<file path="config.mk">
export PLATFORM = sky130hd
export DESIGN_NAME = radio_link_setup_regs
export DESIGN_NICKNAME = d
export VERILOG_FILES = /design/src/inc/radio_link_setup_pkg.sv /design/src/logic/retransmit_ctrl.sv /design/src/logic/radio_link_setup_regs.sv
export VERILOG_INCLUDE_DIRS = /design/src /design/src/inc
export SDC_FILE = /design/constraint.sdc
export NUM_CORES = 1
export LEC_CHECK = 0
export ABC_AREA = 1
export ABC_CLOCK_PERIOD_IN_PS = 4190
export BUFFER_PORTS_ARGS = -buffer_cell sky130_fd_sc_hd__buf_4
export CELL_PAD_IN_SITES_DETAIL_PLACEMENT = 1
export CELL_PAD_IN_SITES_GLOBAL_PLACEMENT = 1
export CORE_AREA = 2 2 127 129
export DETAILED_ROUTE_END_ITERATION = 10
export DIE_AREA = 0 0 129 131
export MAX_ROUTING_LAYER = met4
export PLACE_DENSITY_LB_ADDON = 0.1
export REMOVE_ABC_BUFFERS = 1
export SLEW_MARGIN = 10
export SYNTH_ARGS = -nofsm -noshare
export SYNTH_HDL_FRONTEND = slang
export SYNTH_SLANG_ARGS = --single-unit
</file>
<file path="constraint.sdc">
create_clock -name clock -period 4.19 [get_ports clock]
set_input_delay 0.838 -clock clock [delete_from_list [all_inputs] [get_ports clock]]
set_output_delay 0.838 -clock clock [all_outputs]
set_load 0.005 [all_outputs]
</file>
<file path="src/inc/radio_link_setup_defines.svh">
`ifndef RADIO_LINK_SETUP_DEFINES_SVH
`define RADIO_LINK_SETUP_DEFINES_SVH

// register offsets
`define ADDR_WIDTH_SETUP_OFS 5'h03
`define RESEND_SETUP_OFS 5'h04
`define RADIO_CHANNEL_SEL_OFS 5'h05
`define RADIO_SETUP_OFS 5'h06

// reset values
`define ADDR_WIDTH_RST 2'h3
`define RESEND_SETUP_RST 8'h03
`define RADIO_CHANNEL_RST 7'h02
`define RADIO_SETUP_RST 8'h0E
// per-field resets, since a literal cannot be bit-selected
`define CARRIER_RST 1'b0
`define LOW_RATE_RST 1'b0
`define PLL_FORCE_RST 1'b0
`define HIGH_RATE_RST 1'b1
`define PWR_RST 2'h3
`define RLIMIT_RST 4'h3
`define RDELAY_RST 4'h0

// field positions
`define AW_HI 1
`define AW_LO 0
`define RDELAY_HI 7
`define RDELAY_LO 4
`define RLIMIT_HI 3
`define RLIMIT_LO 0
`define CHAN_HI 6
`define CHAN_LO 0
`define CARRIER_BIT 7
`define LOW_RATE_BIT 5
`define PLL_FORCE_BIT 4
`define HIGH_RATE_BIT 3
`define PWR_HI 2
`define PWR_LO 1
`define STAT_RETRY_BIT 4

// field values
`define AW_ILLEGAL 2'h0
`define AW_3B 2'h1
`define AW_4B 2'h2
`define AW_5B 2'h3
`define LANES_3B 5'h07
`define LANES_4B 5'h0F
`define LANES_5B 5'h1F
`define WIDTH_3B 3'h3
`define WIDTH_4B 3'h4
`define WIDTH_5B 3'h5

// spi command decode
`define CMD_OP_HI 7
`define CMD_OP_LO 5
`define CMD_READ_OP 3'h0
`define CMD_WRITE_OP 3'h1
`define CMD_ADDR_HI 4
`define CMD_ADDR_LO 0
`define BIT_CNT_LAST 3'h7

// retransmit timing
`define RETX_STEP_US 250
`define CLK_MHZ 200

`endif

</file>
<file path="src/inc/radio_link_setup_pkg.sv">
package radio_link_setup_pkg;

   typedef enum logic [2:0] {
      SPI_IDLE = 3'b001,
      SPI_CMD = 3'b010,
      SPI_DATA = 3'b100
   } spi_state_t;

   typedef enum logic [1:0] {
      RT_IDLE = 2'b01,
      RT_WAIT = 2'b10
   } retx_state_t;

   typedef enum logic [1:0] {
      RATE_1M = 2'b00,
      RATE_2M = 2'b01,
      RATE_250K = 2'b10
   } data_rate_t;

   typedef struct packed {
      logic [2:0] address_width;
      logic [4:0] addr_lane_en;
      logic [6:0] radio_channel;
      logic carrier_only_tx;
      logic pll_lock_force;
      data_rate_t data_rate;
      logic [1:0] tx_power_level;
   } link_cfg_t;

endpackage : radio_link_setup_pkg

</file>
<file path="src/logic/retransmit_ctrl.sv">
`timescale 1ns/1ps
`include "radio_link_setup_defines.svh"

module retransmit_ctrl
   import radio_link_setup_pkg::*;
#(
   parameter logic [19:0] STEP_CYCLES = 20'd50000
) (
   // clock and reset
   input wire logic clock,
   input wire logic rst_b,
   input wire logic ce,
   // settings
   input wire logic [3:0] retransmit_limit,
   input wire logic [3:0] retransmit_delay,
   // engine events
   input wire logic packet_start,
   input wire logic ack_missed,
   input wire logic ack_ok,
   input wire logic flag_clr,
   // results
   output logic retx_start,
   output logic [3:0] retx_count,
   output logic retry_exhausted_flag,
   output logic retx_waiting
);

   retx_state_t state_ff;
   logic [19:0] wait_ff;
   logic give_up;
   logic try_again;

   function automatic logic [19:0] delay_cycles(input logic [3:0] code);
      delay_cycles = 20'((code + 5'h01) * STEP_CYCLES);
   endfunction : delay_cycles

   // flag blocks any further attempt until cleared
   assign give_up = ack_missed && !retry_exhausted_flag &&
                    retx_count >= retransmit_limit;
   assign try_again = ack_missed && !retry_exhausted_flag &&
                      retx_count < retransmit_limit;

   always_ff @(posedge clock or negedge rst_b) begin
      if (!rst_b) begin
         state_ff <= RT_IDLE;
         wait_ff <= 20'h00000;
         retx_start <= 1'b0;
      end else if (ce) begin
         retx_start <= 1'b0;
         case (state_ff)
            RT_IDLE: begin
               if (try_again) begin
                  state_ff <= RT_WAIT;
                  wait_ff <= delay_cycles(retransmit_delay);
               end
            end
            RT_WAIT: begin
               if (ack_ok || packet_start) begin
                  state_ff <= RT_IDLE;
               end else if (wait_ff <= 20'h00001) begin
                  state_ff <= RT_IDLE;
                  retx_start <= 1'b1;
               end else begin
                  wait_ff <= wait_ff - 20'h00001;
               end
            end
            default: state_ff <= RT_IDLE;
         endcase
      end
   end

   always_ff @(posedge clock or negedge rst_b) begin
      if (!rst_b) begin
         retx_count <= 4'h0;
      end else if (ce) begin
         if (packet_start) begin
            retx_count <= 4'h0;
         end else if (try_again) begin
            retx_count <= retx_count + 4'h1;
         end
      end
   end

   // set wins over a clear in the same cycle
   always_ff @(posedge clock or negedge rst_b) begin
      if (!rst_b) begin
         retry_exhausted_flag <= 1'b0;
      end else if (ce) begin
         if (give_up) begin
            retry_exhausted_flag <= 1'b1;
         end else if (flag_clr) begin
            retry_exhausted_flag <= 1'b0;
         end
      end
   end

   always_ff @(posedge clock or negedge rst_b) begin
      if (!rst_b) begin
         retx_waiting <= 1'b0;
      end else if (ce) begin
         retx_waiting <= (state_ff == RT_WAIT);
      end
   end

endmodule : retransmit_ctrl

</file>
<file path="src/logic/radio_link_setup_regs.sv">
// Functional notes
// - address width code: 01/10/11 = 3/4/5 bytes
// - narrower widths use low address bytes only
// - one width for all pipes and transmit
// - retransmit delay 250us steps up to 4000us
// - retransmit limit field, resets to three
// - seven-bit channel field, resets to two
// - carrier bit sends unmodulated carrier, resets zero
// - rate bits; high bit ignored when low set
// - pll-lock bit forces lock indication, test only
// - power code 00..11 = -18..0 dBm, reset 11
// - registers reached only through spi commands
// - undefined bit positions read as zero
// - exhausted retries raise flag, cleared before resume
`timescale 1ns/1ps
`include "radio_link_setup_defines.svh"

module radio_link_setup_regs
   import radio_link_setup_pkg::*;
#(
   parameter logic [19:0] RETX_STEP_CYCLES =
      20'(`RETX_STEP_US * `CLK_MHZ)
) (
   // clock and reset
   input wire logic clock,
   input wire logic rst_b,
   input wire logic ce,
   // spi register port from the microcontroller
   input wire logic spi_sck,
   input wire logic spi_csn_b,
   input wire logic spi_mosi,
   output logic spi_miso,
   output logic spi_miso_oe,
   // protocol engine events
   input wire logic packet_start,
   input wire logic ack_missed,
   input wire logic ack_ok,
   input wire logic retry_flag_clr,
   // settings to the radio
   output link_cfg_t link_cfg,
   output logic [3:0] retransmit_limit,
   output logic [3:0] retransmit_delay,
   // retransmit results
   output logic retx_start,
   output logic [3:0] retx_count,
   output logic retry_exhausted_flag,
   output logic retx_waiting
);

   ////////////////////////////////////////////////////////////////////////
   // storage

   logic [1:0] address_width_ff;
   logic [7:0] resend_setup_ff;
   logic [6:0] radio_channel_ff;
   logic carrier_only_tx_ff;
   logic low_rate_select_ff;
   logic pll_lock_force_ff;
   logic high_rate_select_ff;
   logic [1:0] tx_power_level_ff;

   ////////////////////////////////////////////////////////////////////////
   // helpers

   // reserved positions are not stored, so they always read zero
   function automatic logic [7:0] read_reg(input logic [4:0] ofs);
      read_reg = 8'h00;
      case (ofs)
         `ADDR_WIDTH_SETUP_OFS: begin
            read_reg[`AW_HI:`AW_LO] = address_width_ff;
         end
         `RESEND_SETUP_OFS: begin
            read_reg = resend_setup_ff;
         end
         `RADIO_CHANNEL_SEL_OFS: begin
            read_reg[`CHAN_HI:`CHAN_LO] = radio_channel_ff;
         end
         `RADIO_SETUP_OFS: begin
            read_reg[`CARRIER_BIT] = carrier_only_tx_ff;
            read_reg[`LOW_RATE_BIT] = low_rate_select_ff;
            read_reg[`PLL_FORCE_BIT] = pll_lock_force_ff;
            read_reg[`HIGH_RATE_BIT] = high_rate_select_ff;
            read_reg[`PWR_HI:`PWR_LO] = tx_power_level_ff;
         end
         default: read_reg = 8'h00;
      endcase
   endfunction : read_reg

   function automatic logic [4:0] lanes_of(input logic [2:0] width);
      case (width)
         `WIDTH_3B: lanes_of = `LANES_3B;
         `WIDTH_4B: lanes_of = `LANES_4B;
         default: lanes_of = `LANES_5B;
      endcase
   endfunction : lanes_of

   ////////////////////////////////////////////////////////////////////////
   // pin synchronisers

   logic [1:0] sck_sync_ff;
   logic [1:0] csn_sync_ff;
   logic [1:0] mosi_sync_ff;
   logic sck_last_ff;
   logic csn_last_ff;

   always_ff @(posedge clock or negedge rst_b) begin
      if (!rst_b) begin
         sck_sync_ff <= 2'h0;
         csn_sync_ff <= 2'h3;
         mosi_sync_ff <= 2'h0;
         sck_last_ff <= 1'b0;
         csn_last_ff <= 1'b1;
      end else if (ce) begin
         sck_sync_ff <= {sck_sync_ff[0], spi_sck};
         csn_sync_ff <= {csn_sync_ff[0], spi_csn_b};
         mosi_sync_ff <= {mosi_sync_ff[0], spi_mosi};
         sck_last_ff <= sck_sync_ff[1];
         csn_last_ff <= csn_sync_ff[1];
      end
   end

   logic sck_rise;
   logic sck_fall;
   logic frame_open;
   logic frame_begin;

   assign frame_open = !csn_sync_ff[1];
   assign frame_begin = frame_open && csn_last_ff;
   assign sck_rise = frame_open && sck_sync_ff[1] && !sck_last_ff;
   assign sck_fall = frame_open && !sck_sync_ff[1] && sck_last_ff;

   ////////////////////////////////////////////////////////////////////////
   // spi command engine

   spi_state_t spi_state_ff;
   logic [2:0] bit_cnt_ff;
   logic [7:0] rx_shift_ff;
   logic [7:0] tx_shift_ff;
   logic [4:0] cmd_addr_ff;
   logic cmd_write_ff;
   logic [7:0] rx_byte;
   logic byte_done;
   logic [7:0] status_byte;
   logic wr_en;
   logic [4:0] wr_addr;
   logic [7:0] wr_data;

   assign rx_byte = {rx_shift_ff[6:0], mosi_sync_ff[1]};
   assign byte_done = sck_rise && (bit_cnt_ff == `BIT_CNT_LAST);

   always_comb begin
      status_byte = 8'h00;
      status_byte[`STAT_RETRY_BIT] = retry_exhausted_flag;
   end

   always_ff @(posedge clock or negedge rst_b) begin
      if (!rst_b) begin
         spi_state_ff <= SPI_IDLE;
         bit_cnt_ff <= 3'h0;
         rx_shift_ff <= 8'h00;
         cmd_addr_ff <= 5'h00;
         cmd_write_ff <= 1'b0;
      end else if (ce) begin
         case (spi_state_ff)
            SPI_IDLE: begin
               if (frame_begin) begin
                  spi_state_ff <= SPI_CMD;
                  bit_cnt_ff <= 3'h0;
               end
            end
            SPI_CMD: begin
               if (!frame_open) begin
                  spi_state_ff <= SPI_IDLE;
               end else if (sck_rise) begin
                  rx_shift_ff <= rx_byte;
                  bit_cnt_ff <= bit_cnt_ff + 3'h1;
                  if (byte_done) begin
                     spi_state_ff <= SPI_DATA;
                     cmd_addr_ff <= rx_byte[`CMD_ADDR_HI:`CMD_ADDR_LO];
                     cmd_write_ff <= rx_byte[`CMD_OP_HI:`CMD_OP_LO] ==
                                     `CMD_WRITE_OP;
                  end
               end
            end
            SPI_DATA: begin
               if (!frame_open) begin
                  spi_state_ff <= SPI_IDLE;
                  cmd_write_ff <= 1'b0;
               end else if (sck_rise) begin
                  rx_shift_ff <= rx_byte;
                  bit_cnt_ff <= bit_cnt_ff + 3'h1;
               end
            end
            default: spi_state_ff <= SPI_IDLE;
         endcase
      end
   end

   // other opcodes belong to other blocks; only writes land here
   assign wr_en = (spi_state_ff == SPI_DATA) && byte_done &&
                  cmd_write_ff;
   assign wr_addr = cmd_addr_ff;
   assign wr_data = rx_byte;

   // miso changes on the falling edge, sampled by the master on rising
   always_ff @(posedge clock or negedge rst_b) begin
      if (!rst_b) begin
         tx_shift_ff <= 8'h00;
         spi_miso <= 1'b0;
         spi_miso_oe <= 1'b0;
      end else if (ce) begin
         spi_miso_oe <= frame_open;
         if (frame_begin) begin
            spi_miso <= status_byte[7];
            tx_shift_ff <= {status_byte[6:0], 1'b0};
         end else if (byte_done) begin
            if (spi_state_ff == SPI_CMD) begin
               tx_shift_ff <= read_reg(rx_byte[`CMD_ADDR_HI:`CMD_ADDR_LO]);
            end else begin
               tx_shift_ff <= read_reg(cmd_addr_ff);
            end
         end else if (sck_fall) begin
            spi_miso <= tx_shift_ff[7];
            tx_shift_ff <= {tx_shift_ff[6:0], 1'b0};
         end
      end
   end

   ////////////////////////////////////////////////////////////////////////
   // configuration registers

   // reserved bits written by software are dropped here
   always_ff @(posedge clock or negedge rst_b) begin
      if (!rst_b) begin
         address_width_ff <= `ADDR_WIDTH_RST;
      end else if (ce && wr_en && wr_addr == `ADDR_WIDTH_SETUP_OFS) begin
         address_width_ff <= wr_data[`AW_HI:`AW_LO];
      end
   end

   always_ff @(posedge clock or negedge rst_b) begin
      if (!rst_b) begin
         resend_setup_ff <= `RESEND_SETUP_RST;
      end else if (ce && wr_en && wr_addr == `RESEND_SETUP_OFS) begin
         resend_setup_ff <= wr_data;
      end
   end

   always_ff @(posedge clock or negedge rst_b) begin
      if (!rst_b) begin
         radio_channel_ff <= `RADIO_CHANNEL_RST;
      end else if (ce && wr_en && wr_addr == `RADIO_CHANNEL_SEL_OFS) begin
         radio_channel_ff <= wr_data[`CHAN_HI:`CHAN_LO];
      end
   end

   always_ff @(posedge clock or negedge rst_b) begin
      if (!rst_b) begin
         carrier_only_tx_ff <= `CARRIER_RST;
         low_rate_select_ff <= `LOW_RATE_RST;
         pll_lock_force_ff <= `PLL_FORCE_RST;
         high_rate_select_ff <= `HIGH_RATE_RST;
         tx_power_level_ff <= `PWR_RST;
      end else if (ce && wr_en && wr_addr == `RADIO_SETUP_OFS) begin
         carrier_only_tx_ff <= wr_data[`CARRIER_BIT];
         low_rate_select_ff <= wr_data[`LOW_RATE_BIT];
         pll_lock_force_ff <= wr_data[`PLL_FORCE_BIT];
         high_rate_select_ff <= wr_data[`HIGH_RATE_BIT];
         tx_power_level_ff <= wr_data[`PWR_HI:`PWR_LO];
      end
   end

   ////////////////////////////////////////////////////////////////////////
   // decoded settings to the radio

   logic [2:0] nxt_width;
   data_rate_t nxt_rate;

   // illegal width code keeps the last legal width rather than guess
   always_comb begin
      case (address_width_ff)
         `AW_3B: nxt_width = `WIDTH_3B;
         `AW_4B: nxt_width = `WIDTH_4B;
         `AW_5B: nxt_width = `WIDTH_5B;
         default: nxt_width = link_cfg.address_width;
      endcase
   end

   always_comb begin
      if (low_rate_select_ff) begin
         nxt_rate = RATE_250K;
      end else if (high_rate_select_ff) begin
         nxt_rate = RATE_2M;
      end else begin
         nxt_rate = RATE_1M;
      end
   end

   always_ff @(posedge clock or negedge rst_b) begin
      if (!rst_b) begin
         link_cfg.address_width <= `WIDTH_5B;
         link_cfg.addr_lane_en <= `LANES_5B;
      end else if (ce) begin
         link_cfg.address_width <= nxt_width;
         link_cfg.addr_lane_en <= lanes_of(nxt_width);
      end
   end

   always_ff @(posedge clock or negedge rst_b) begin
      if (!rst_b) begin
         link_cfg.radio_channel <= `RADIO_CHANNEL_RST;
         link_cfg.carrier_only_tx <= 1'b0;
         link_cfg.pll_lock_force <= 1'b0;
         link_cfg.data_rate <= RATE_2M;
         link_cfg.tx_power_level <= `PWR_RST;
      end else if (ce) begin
         link_cfg.radio_channel <= radio_channel_ff;
         link_cfg.carrier_only_tx <= carrier_only_tx_ff;
         link_cfg.pll_lock_force <= pll_lock_force_ff;
         link_cfg.data_rate <= nxt_rate;
         link_cfg.tx_power_level <= tx_power_level_ff;
      end
   end

   always_ff @(posedge clock or negedge rst_b) begin
      if (!rst_b) begin
         retransmit_limit <= `RLIMIT_RST;
         retransmit_delay <= `RDELAY_RST;
      end else if (ce) begin
         retransmit_limit <= resend_setup_ff[`RLIMIT_HI:`RLIMIT_LO];
         retransmit_delay <= resend_setup_ff[`RDELAY_HI:`RDELAY_LO];
      end
   end

   ////////////////////////////////////////////////////////////////////////
   // retransmit timing and limit

   retransmit_ctrl #(
      .STEP_CYCLES(RETX_STEP_CYCLES)
   ) u_retx (
      .clock(clock),
      .rst_b(rst_b),
      .ce(ce),
      .retransmit_limit(resend_setup_ff[`RLIMIT_HI:`RLIMIT_LO]),
      .retransmit_delay(resend_setup_ff[`RDELAY_HI:`RDELAY_LO]),
      .packet_start(packet_start),
      .ack_missed(ack_missed),
      .ack_ok(ack_ok),
      .flag_clr(retry_flag_clr),
      .retx_start(retx_start),
      .retx_count(retx_count),
      .retry_exhausted_flag(retry_exhausted_flag),
      .retx_waiting(retx_waiting)
   );

endmodule : radio_link_setup_regs

</file>
# Word level (Yosys, flattened, before mapping)
# Index checks and enable logic that the tools add are counted.
[word_totals] word_cells=170 reg_bits=118 inputBits=10 out_inout_bits=38
[op_classes] order_cmp=3 add_sub_neg=4 mul=1 n_eq_ne=34 n_reduce_logical=40 muxes=51 n_bitwise=1
[ops] op="20-bit 2-to-1 mux" count=3
[ops] op="20-bit one-hot mux with 2 select lines" count=1
[ops] op="8-bit 2-to-1 mux" count=4
[ops] op="5-bit by 3-bit == test with 1-bit output, second input constant" count=6
[ops] op="3-bit 2-to-1 mux" count=8
[ops] op="4-bit one-hot mux with 3 select lines" count=2
[ops] op="20-bit by 1-bit less-or-equal comparator with 1-bit output, second input constant" count=1
[ops] op="20-bit by 12-bit multiplier with 16-bit output, second input constant" count=1
[ops] op="5-bit AND reduction" count=4
[ops] op="20-bit by 1-bit subtractor with 20-bit output, second input constant" count=1
[ops] op="2-bit != test, second input constant" count=9
[ops] op="3-bit one-hot mux with 3 select lines" count=2
[ops] op="1-bit logical AND" count=16
[ops] op="1-bit 2-to-1 mux" count=13
[ops] op="2-bit nonzero test" count=6
[ops] op="5-bit by 2-bit == test with 1-bit output, second input constant" count=2
[ops] op="1-bit one-hot mux with 2 select lines" count=5
[ops] op="5-bit one-hot mux with 2 select lines" count=1
[ops] op="3-bit == test, second input constant" count=3
[ops] op="2-bit 2-to-1 mux" count=4
[ops] op="4-bit 2-to-1 mux" count=2
[ops] op="1-bit one-hot mux with 4 select lines" count=2
[ops] op="2-bit == test, second input constant" count=3
[ops] op="3-bit by 1-bit == test with 1-bit output, second input constant" count=2
[ops] op="22 further kinds" count=33

# Longest topological paths before layout
[logic_depth] word_depth=8 mapped_depth=22 ltp_nobuf=21

# Cells and area by module
# From an unflattened synthesis, not the netlist that was laid out.
[unflattened] cells_unflattened=958 hier_area_um2=7029.2
[modules_own_cells] mod="radio_link_setup_regs" area_per_inst_um2=4038.9 cells_per_inst=484 seq_area_each_um2=2179.6 instances=1
[modules_own_cells] mod="retransmit_ctrl" area_per_inst_um2=2990.4 cells_per_inst=474 seq_area_each_um2=726.9 instances=1

# Least setup slack after synthesis
# No wires, ideal clock.
[synth_timing] path_kind="register to register" start="register resend_setup_ff[5]" end="register u_retx.wait_ff[15]" setup_ns=0.117 required_time_ns=4.073 path_stages_with_launch=18 arrival_time_ns=2.945 slack_ns=1.128 period_less_slack_ns=3.062 n_path_buf=0 path_cell_list="dfrtp_1 ha_1 xnor2_1 inv_1 ha_1 xnor2_1 ha_1 ha_1 ha_1 nand3_1 nand3_1 nand2_1 nand2_1 nor2_1 o21ai_0 nand2_1 nand2_1 nand2_1"
[synth_between] elab_chain_cells=4
[synth_rtl] element="start: declaration" line_no="radio_link_setup_regs.sv:54" rtl="logic [7:0] resend_setup_ff;"
[synth_rtl] element="start signal: assignment" line_no="radio_link_setup_regs.sv:243" rtl="resend_setup_ff <= `RESEND_SETUP_RST;"
[synth_rtl] element="start signal: assignment" line_no="radio_link_setup_regs.sv:245" rtl="resend_setup_ff <= wr_data;"
[synth_rtl] element="4-bit by 1-bit adder with 5-bit output" line_no="retransmit_ctrl.sv:34" rtl="delay_cycles = 20'((code + 5'h01) * STEP_CYCLES);"
[synth_rtl] element="20-bit by 12-bit multiplier with 16-bit output" line_no="retransmit_ctrl.sv:34"
[synth_rtl] element="20-bit 2-to-1 mux" line_no="retransmit_ctrl.sv:52" rtl="if (try_again) begin"
[synth_rtl] element="20-bit one-hot mux with 2 select lines" line_no="retransmit_ctrl.sv:50" rtl="case (state_ff)"
[synth_rtl] element="end signal: assignment" line_no="retransmit_ctrl.sv:54" rtl="wait_ff <= delay_cycles(retransmit_delay);"
[synth_rtl] element="end signal: assignment" line_no="retransmit_ctrl.sv:64" rtl="wait_ff <= wait_ff - 20'h00001;"
[synth_rtl] element="end: declaration" line_no="retransmit_ctrl.sv:29" rtl="logic [19:0] wait_ff;"
# No other way between the ends. The select of a mux whose other input is x is not followed.
# A chain may end at the register's enable or synchronous reset.

# Final worst setup path
[layout_timing] start="register resend_setup_ff[4]" end="register u_retx.wait_ff[18]"
# Same word-level chain as after synthesis.

==> flow_metrics.tcl <==
set metrics [dict create \
    portBuffers 44 \
    fillCellCount 1958 \
    critical_path_buf_inv_count 1 \
    antenna_found_initial 0 \
    syn_avg_cell_area_sq_um 7.42 \
    rr_startpoint "resend_setup_ff[4]" \
    layout-drive-gt1-share_pct 13.1 \
    cp-start-kind "flip-flop" \
    yosys.area.top_type "dfrtp_1" \
    max_stage_delay_ps 510 \
    setup_viol 0 \
    grt_pass1_vias 6753 \
    regToRegSetupSlack_ps 550 \
    synth_area_leaders "dfrtp_1 (33%), nand2_1 (16%), dfstp_2 (8.8%)" \
    start_util_pct 44.2 \
    worstPathArrival_ps 3930 \
    syn_to_final_growth_pct 15.2 \
    ios 48 \
    ys.flop_type "dfrtp_1" \
    hold_buffers 0 \
    crit_fanout 11 \
    ctsLongestPathBuffers 2 \
    whs_ps 475 \
    yosysTopAreaCellShare_pct 33.4 \
    grt_pass1_wl_um 34100 \
    overflow 0 \
    cp.required_ps 4480 \
    fin_nets 1017 \
    clock_latency_ps 420 \
    post-cts-setup-buffer-count 0 \
    hold_violations 0 \
    vias_per_cell 5.30 \
    grt_max_degree 62 \
    row_count 46 \
    status "finished, final reports clean" \
    cts_tree "yes" \
    cts_max_level 4 \
    min_period_over_period_pct 86.9 \
    vias 6357 \
    critPathKind "flip-flop to flip-flop" \
    numCtsBuffers 17 \
    min_path_type "flip-flop to flip-flop" \
    ant_nets 0 \
    track_usage_pct 26.9 \
    drt-total-wl_um 20900 \
    worstHoldStart "csn_sync_ff[0]" \
    core_sq_mm 0.0156 \
    total_leakage_power_nw 3.98 \
    synth_edf_count 0 \
    rsz0062_at_grt "no" \
    skew_ps 14.3 \
    synth_area_sq_mm 0.00689 \
    avgRoutedWirePerCell_um 17.4 \
    ctsResizeCount 0 \
    ys_seq_area_share_pct 42.2 \
    path_delay_family "adder cells" \
    clockRootBuffer "clkbuf_16" \
    first_pass_iters 4 \
    die_w_um 129 \
    slew_viol_final 0 \
    max_freq_ghz 0.275 \
    hpwl_um 15200 \
    yosysWarnings 0 \
    fin_crit_ps 3640 \
    diodes 0 \
    drc 0 \
    drt-initial-drc-count 329 \
    max-vdd-ir-drop_mv 0.306 \
    cap_violations 0 \
    synthArstFlopShare_pct 100 \
    slew-limit-headroom_pct 45.3 \
    cp_cell_sequence "ha_1, xnor2_1, inv_1, ha_1, xnor2_1, ha_1, ha_1, ha_1, nand3_1, nand2_1, nand3_1, nand3_1, nand2_1, nand3_1, nand2_1, nand2_1, nand2_1" \
    tightest_slew_ps 821 \
    dieArea_sq_mm 0.0169 \
    place.gp.congestion 0.910 \
    synth_cell_types 39 \
    dieHeight_um 131 \
    crit_slowest_cell "dfrtp_1" \
    cts.sinks 115 \
    postSynthCellCount 929 \
    cts.reportedPaths.clkPinSlew_ps 60 \
    crit_path_end_kind "flip-flop" \
    power_per_cell_area_mw_per_mm2 496 \
    yosys_register_bits 115 \
    tns_ps 0 \
    cp-startpoint "resend_setup_ff[4]" \
]
## placed cells by master, fill, tap and decap left out, types with 2 or more instances in the layout
master / instances
conb_1: 4
clkinvlp_4: 3
inv_1: 103
a21oi_1: 23
o31ai_1: 3
clkinv_4: 2
nand2_1: 300
o21ai_1: 8
xor2_1: 6
inv_2: 3
nand2_4: 2
dfstp_2: 23
buf_4: 47
o22ai_1: 7
clkbuf_16: 17
inv_6: 2
dfrtp_1: 92
nor2_2: 2
nand3b_1: 2
o21ai_2: 14
clkinv_2: 5
xnor2_1: 8
nor2_1: 81
nand3_1: 75
o2111ai_1: 6
nand2_2: 2
nor3_1: 7
nand4_1: 20
nor3_4: 2
ha_1: 36
o21ai_0: 65
clkbuf_8: 2
## per-layer routing
layer / global-route usage, % / vias to the layer above / routed length [um]
met5: - / - / 0
met4: 10.9 / 0 / 606
met3: 4.76 / 46 / 594
met2: 47.7 / 116 / 11000
met1: 30.1 / 3118 / 8690
li1: - / 3077 / -
## cell families (layout without fill, tap and decap cells)
group	Yosys count	after routing	share of synthesized area (%)
other cells	2	4	0.109
xor+xnor	14	14	1.78
flops	115	115	42.2
fa+ha+maj	37	37	6.83
compound gates	130	130	10.9
simple gates	495	495	30.1
buf+inv	136	188	8.02
## per-stage QoR
step,area [sq um],setup WS [ps],power [mW],util (%),instances
finish,7940,549,3.94,50.9,1199
detailed placement,7400,590,2.62,47.4,1167
CTS,7940,565,3.98,50.9,1199
floorplan,6750,1020,2.21,-,903
global route,7940,272,4.20,50.9,1199
global placement,7400,791,2.55,47.4,1167
## registers in the layout, indices dropped and copies added (netlist names), 2 cells and up
name	cells
u_retx.wait_ff	20
link_cfg	18
resend_setup_ff	8
tx_shift_ff	8
radio_channel_ff	7
rx_shift_ff	7
cmd_addr_ff	5
retransmit_delay	4
retransmit_limit	4
u_retx.retx_count	4
bit_cnt_ff	3
spi_state_ff	3
address_width_ff	2
csn_sync_ff	2
mosi_sync_ff	2
sck_sync_ff	2
tx_power_level_ff	2
u_retx.state_ff	2
## power by group
group | internal (mW) | switching [mW] | total, mW
Combinational | 0.377 | 0.774 | 1.15
Clock | 0.785 | 0.539 | 1.32
Sequential | 1.29 | 0.172 | 1.46
Total | 2.45 | 1.48 | 3.94
## path summary, 6_finish.rpt
kind,end,cells after the start
max reg2reg,u_retx.wait_ff[18],17
min reg2reg,csn_sync_ff[0],2
min,csn_sync_ff[0],2
max in group asynchronous,link_cfg[18],2
max,u_retx.wait_ff[18],17
min in group asynchronous,u_retx.wait_ff[2],1
## tightest hold or removal path, delay by kind of cell (launching register included)
family	cells	cell delay (ps)
and+or+nand+nor	2	100
DFF	1	370
## synthesized netlist by cell type, types with 2 or more instances
| cell | count |
|---|---|
| nand2_1 | 300 |
| inv_1 | 103 |
| dfrtp_1 | 92 |
| nor2_1 | 81 |
| nand3_1 | 75 |
| o21ai_0 | 65 |
| ha_1 | 36 |
| a21oi_1 | 23 |
| dfstp_2 | 23 |
| nand4_1 | 20 |
| o21ai_2 | 14 |
| clkbuf_1 | 13 |
| buf_2 | 8 |
| o21ai_1 | 8 |
| xnor2_1 | 8 |
| nor3_1 | 7 |
| o22ai_1 | 7 |
| o2111ai_1 | 6 |
| xor2_1 | 6 |
| buf_4 | 4 |
| inv_2 | 3 |
| o31ai_1 | 3 |
| buf_6 | 2 |
| conb_1 | 2 |
| nand2_2 | 2 |
| nand2_4 | 2 |
| nand3b_1 | 2 |
| nor2_2 | 2 |
| nor3_4 | 2 |
## cell type report
cell class,count,area (sq um),area share (%)
tap,216,270,3.41
inverter,108,408,5.14
clock buffer,20,457,5.75
timing repair buffer,48,373,4.70
multi-input combinational,680,3440,43.3
clock inverter,12,82.6,1.04
sequential,115,2910,36.6
No activity file was read; power rests on OpenSTA's default activity.
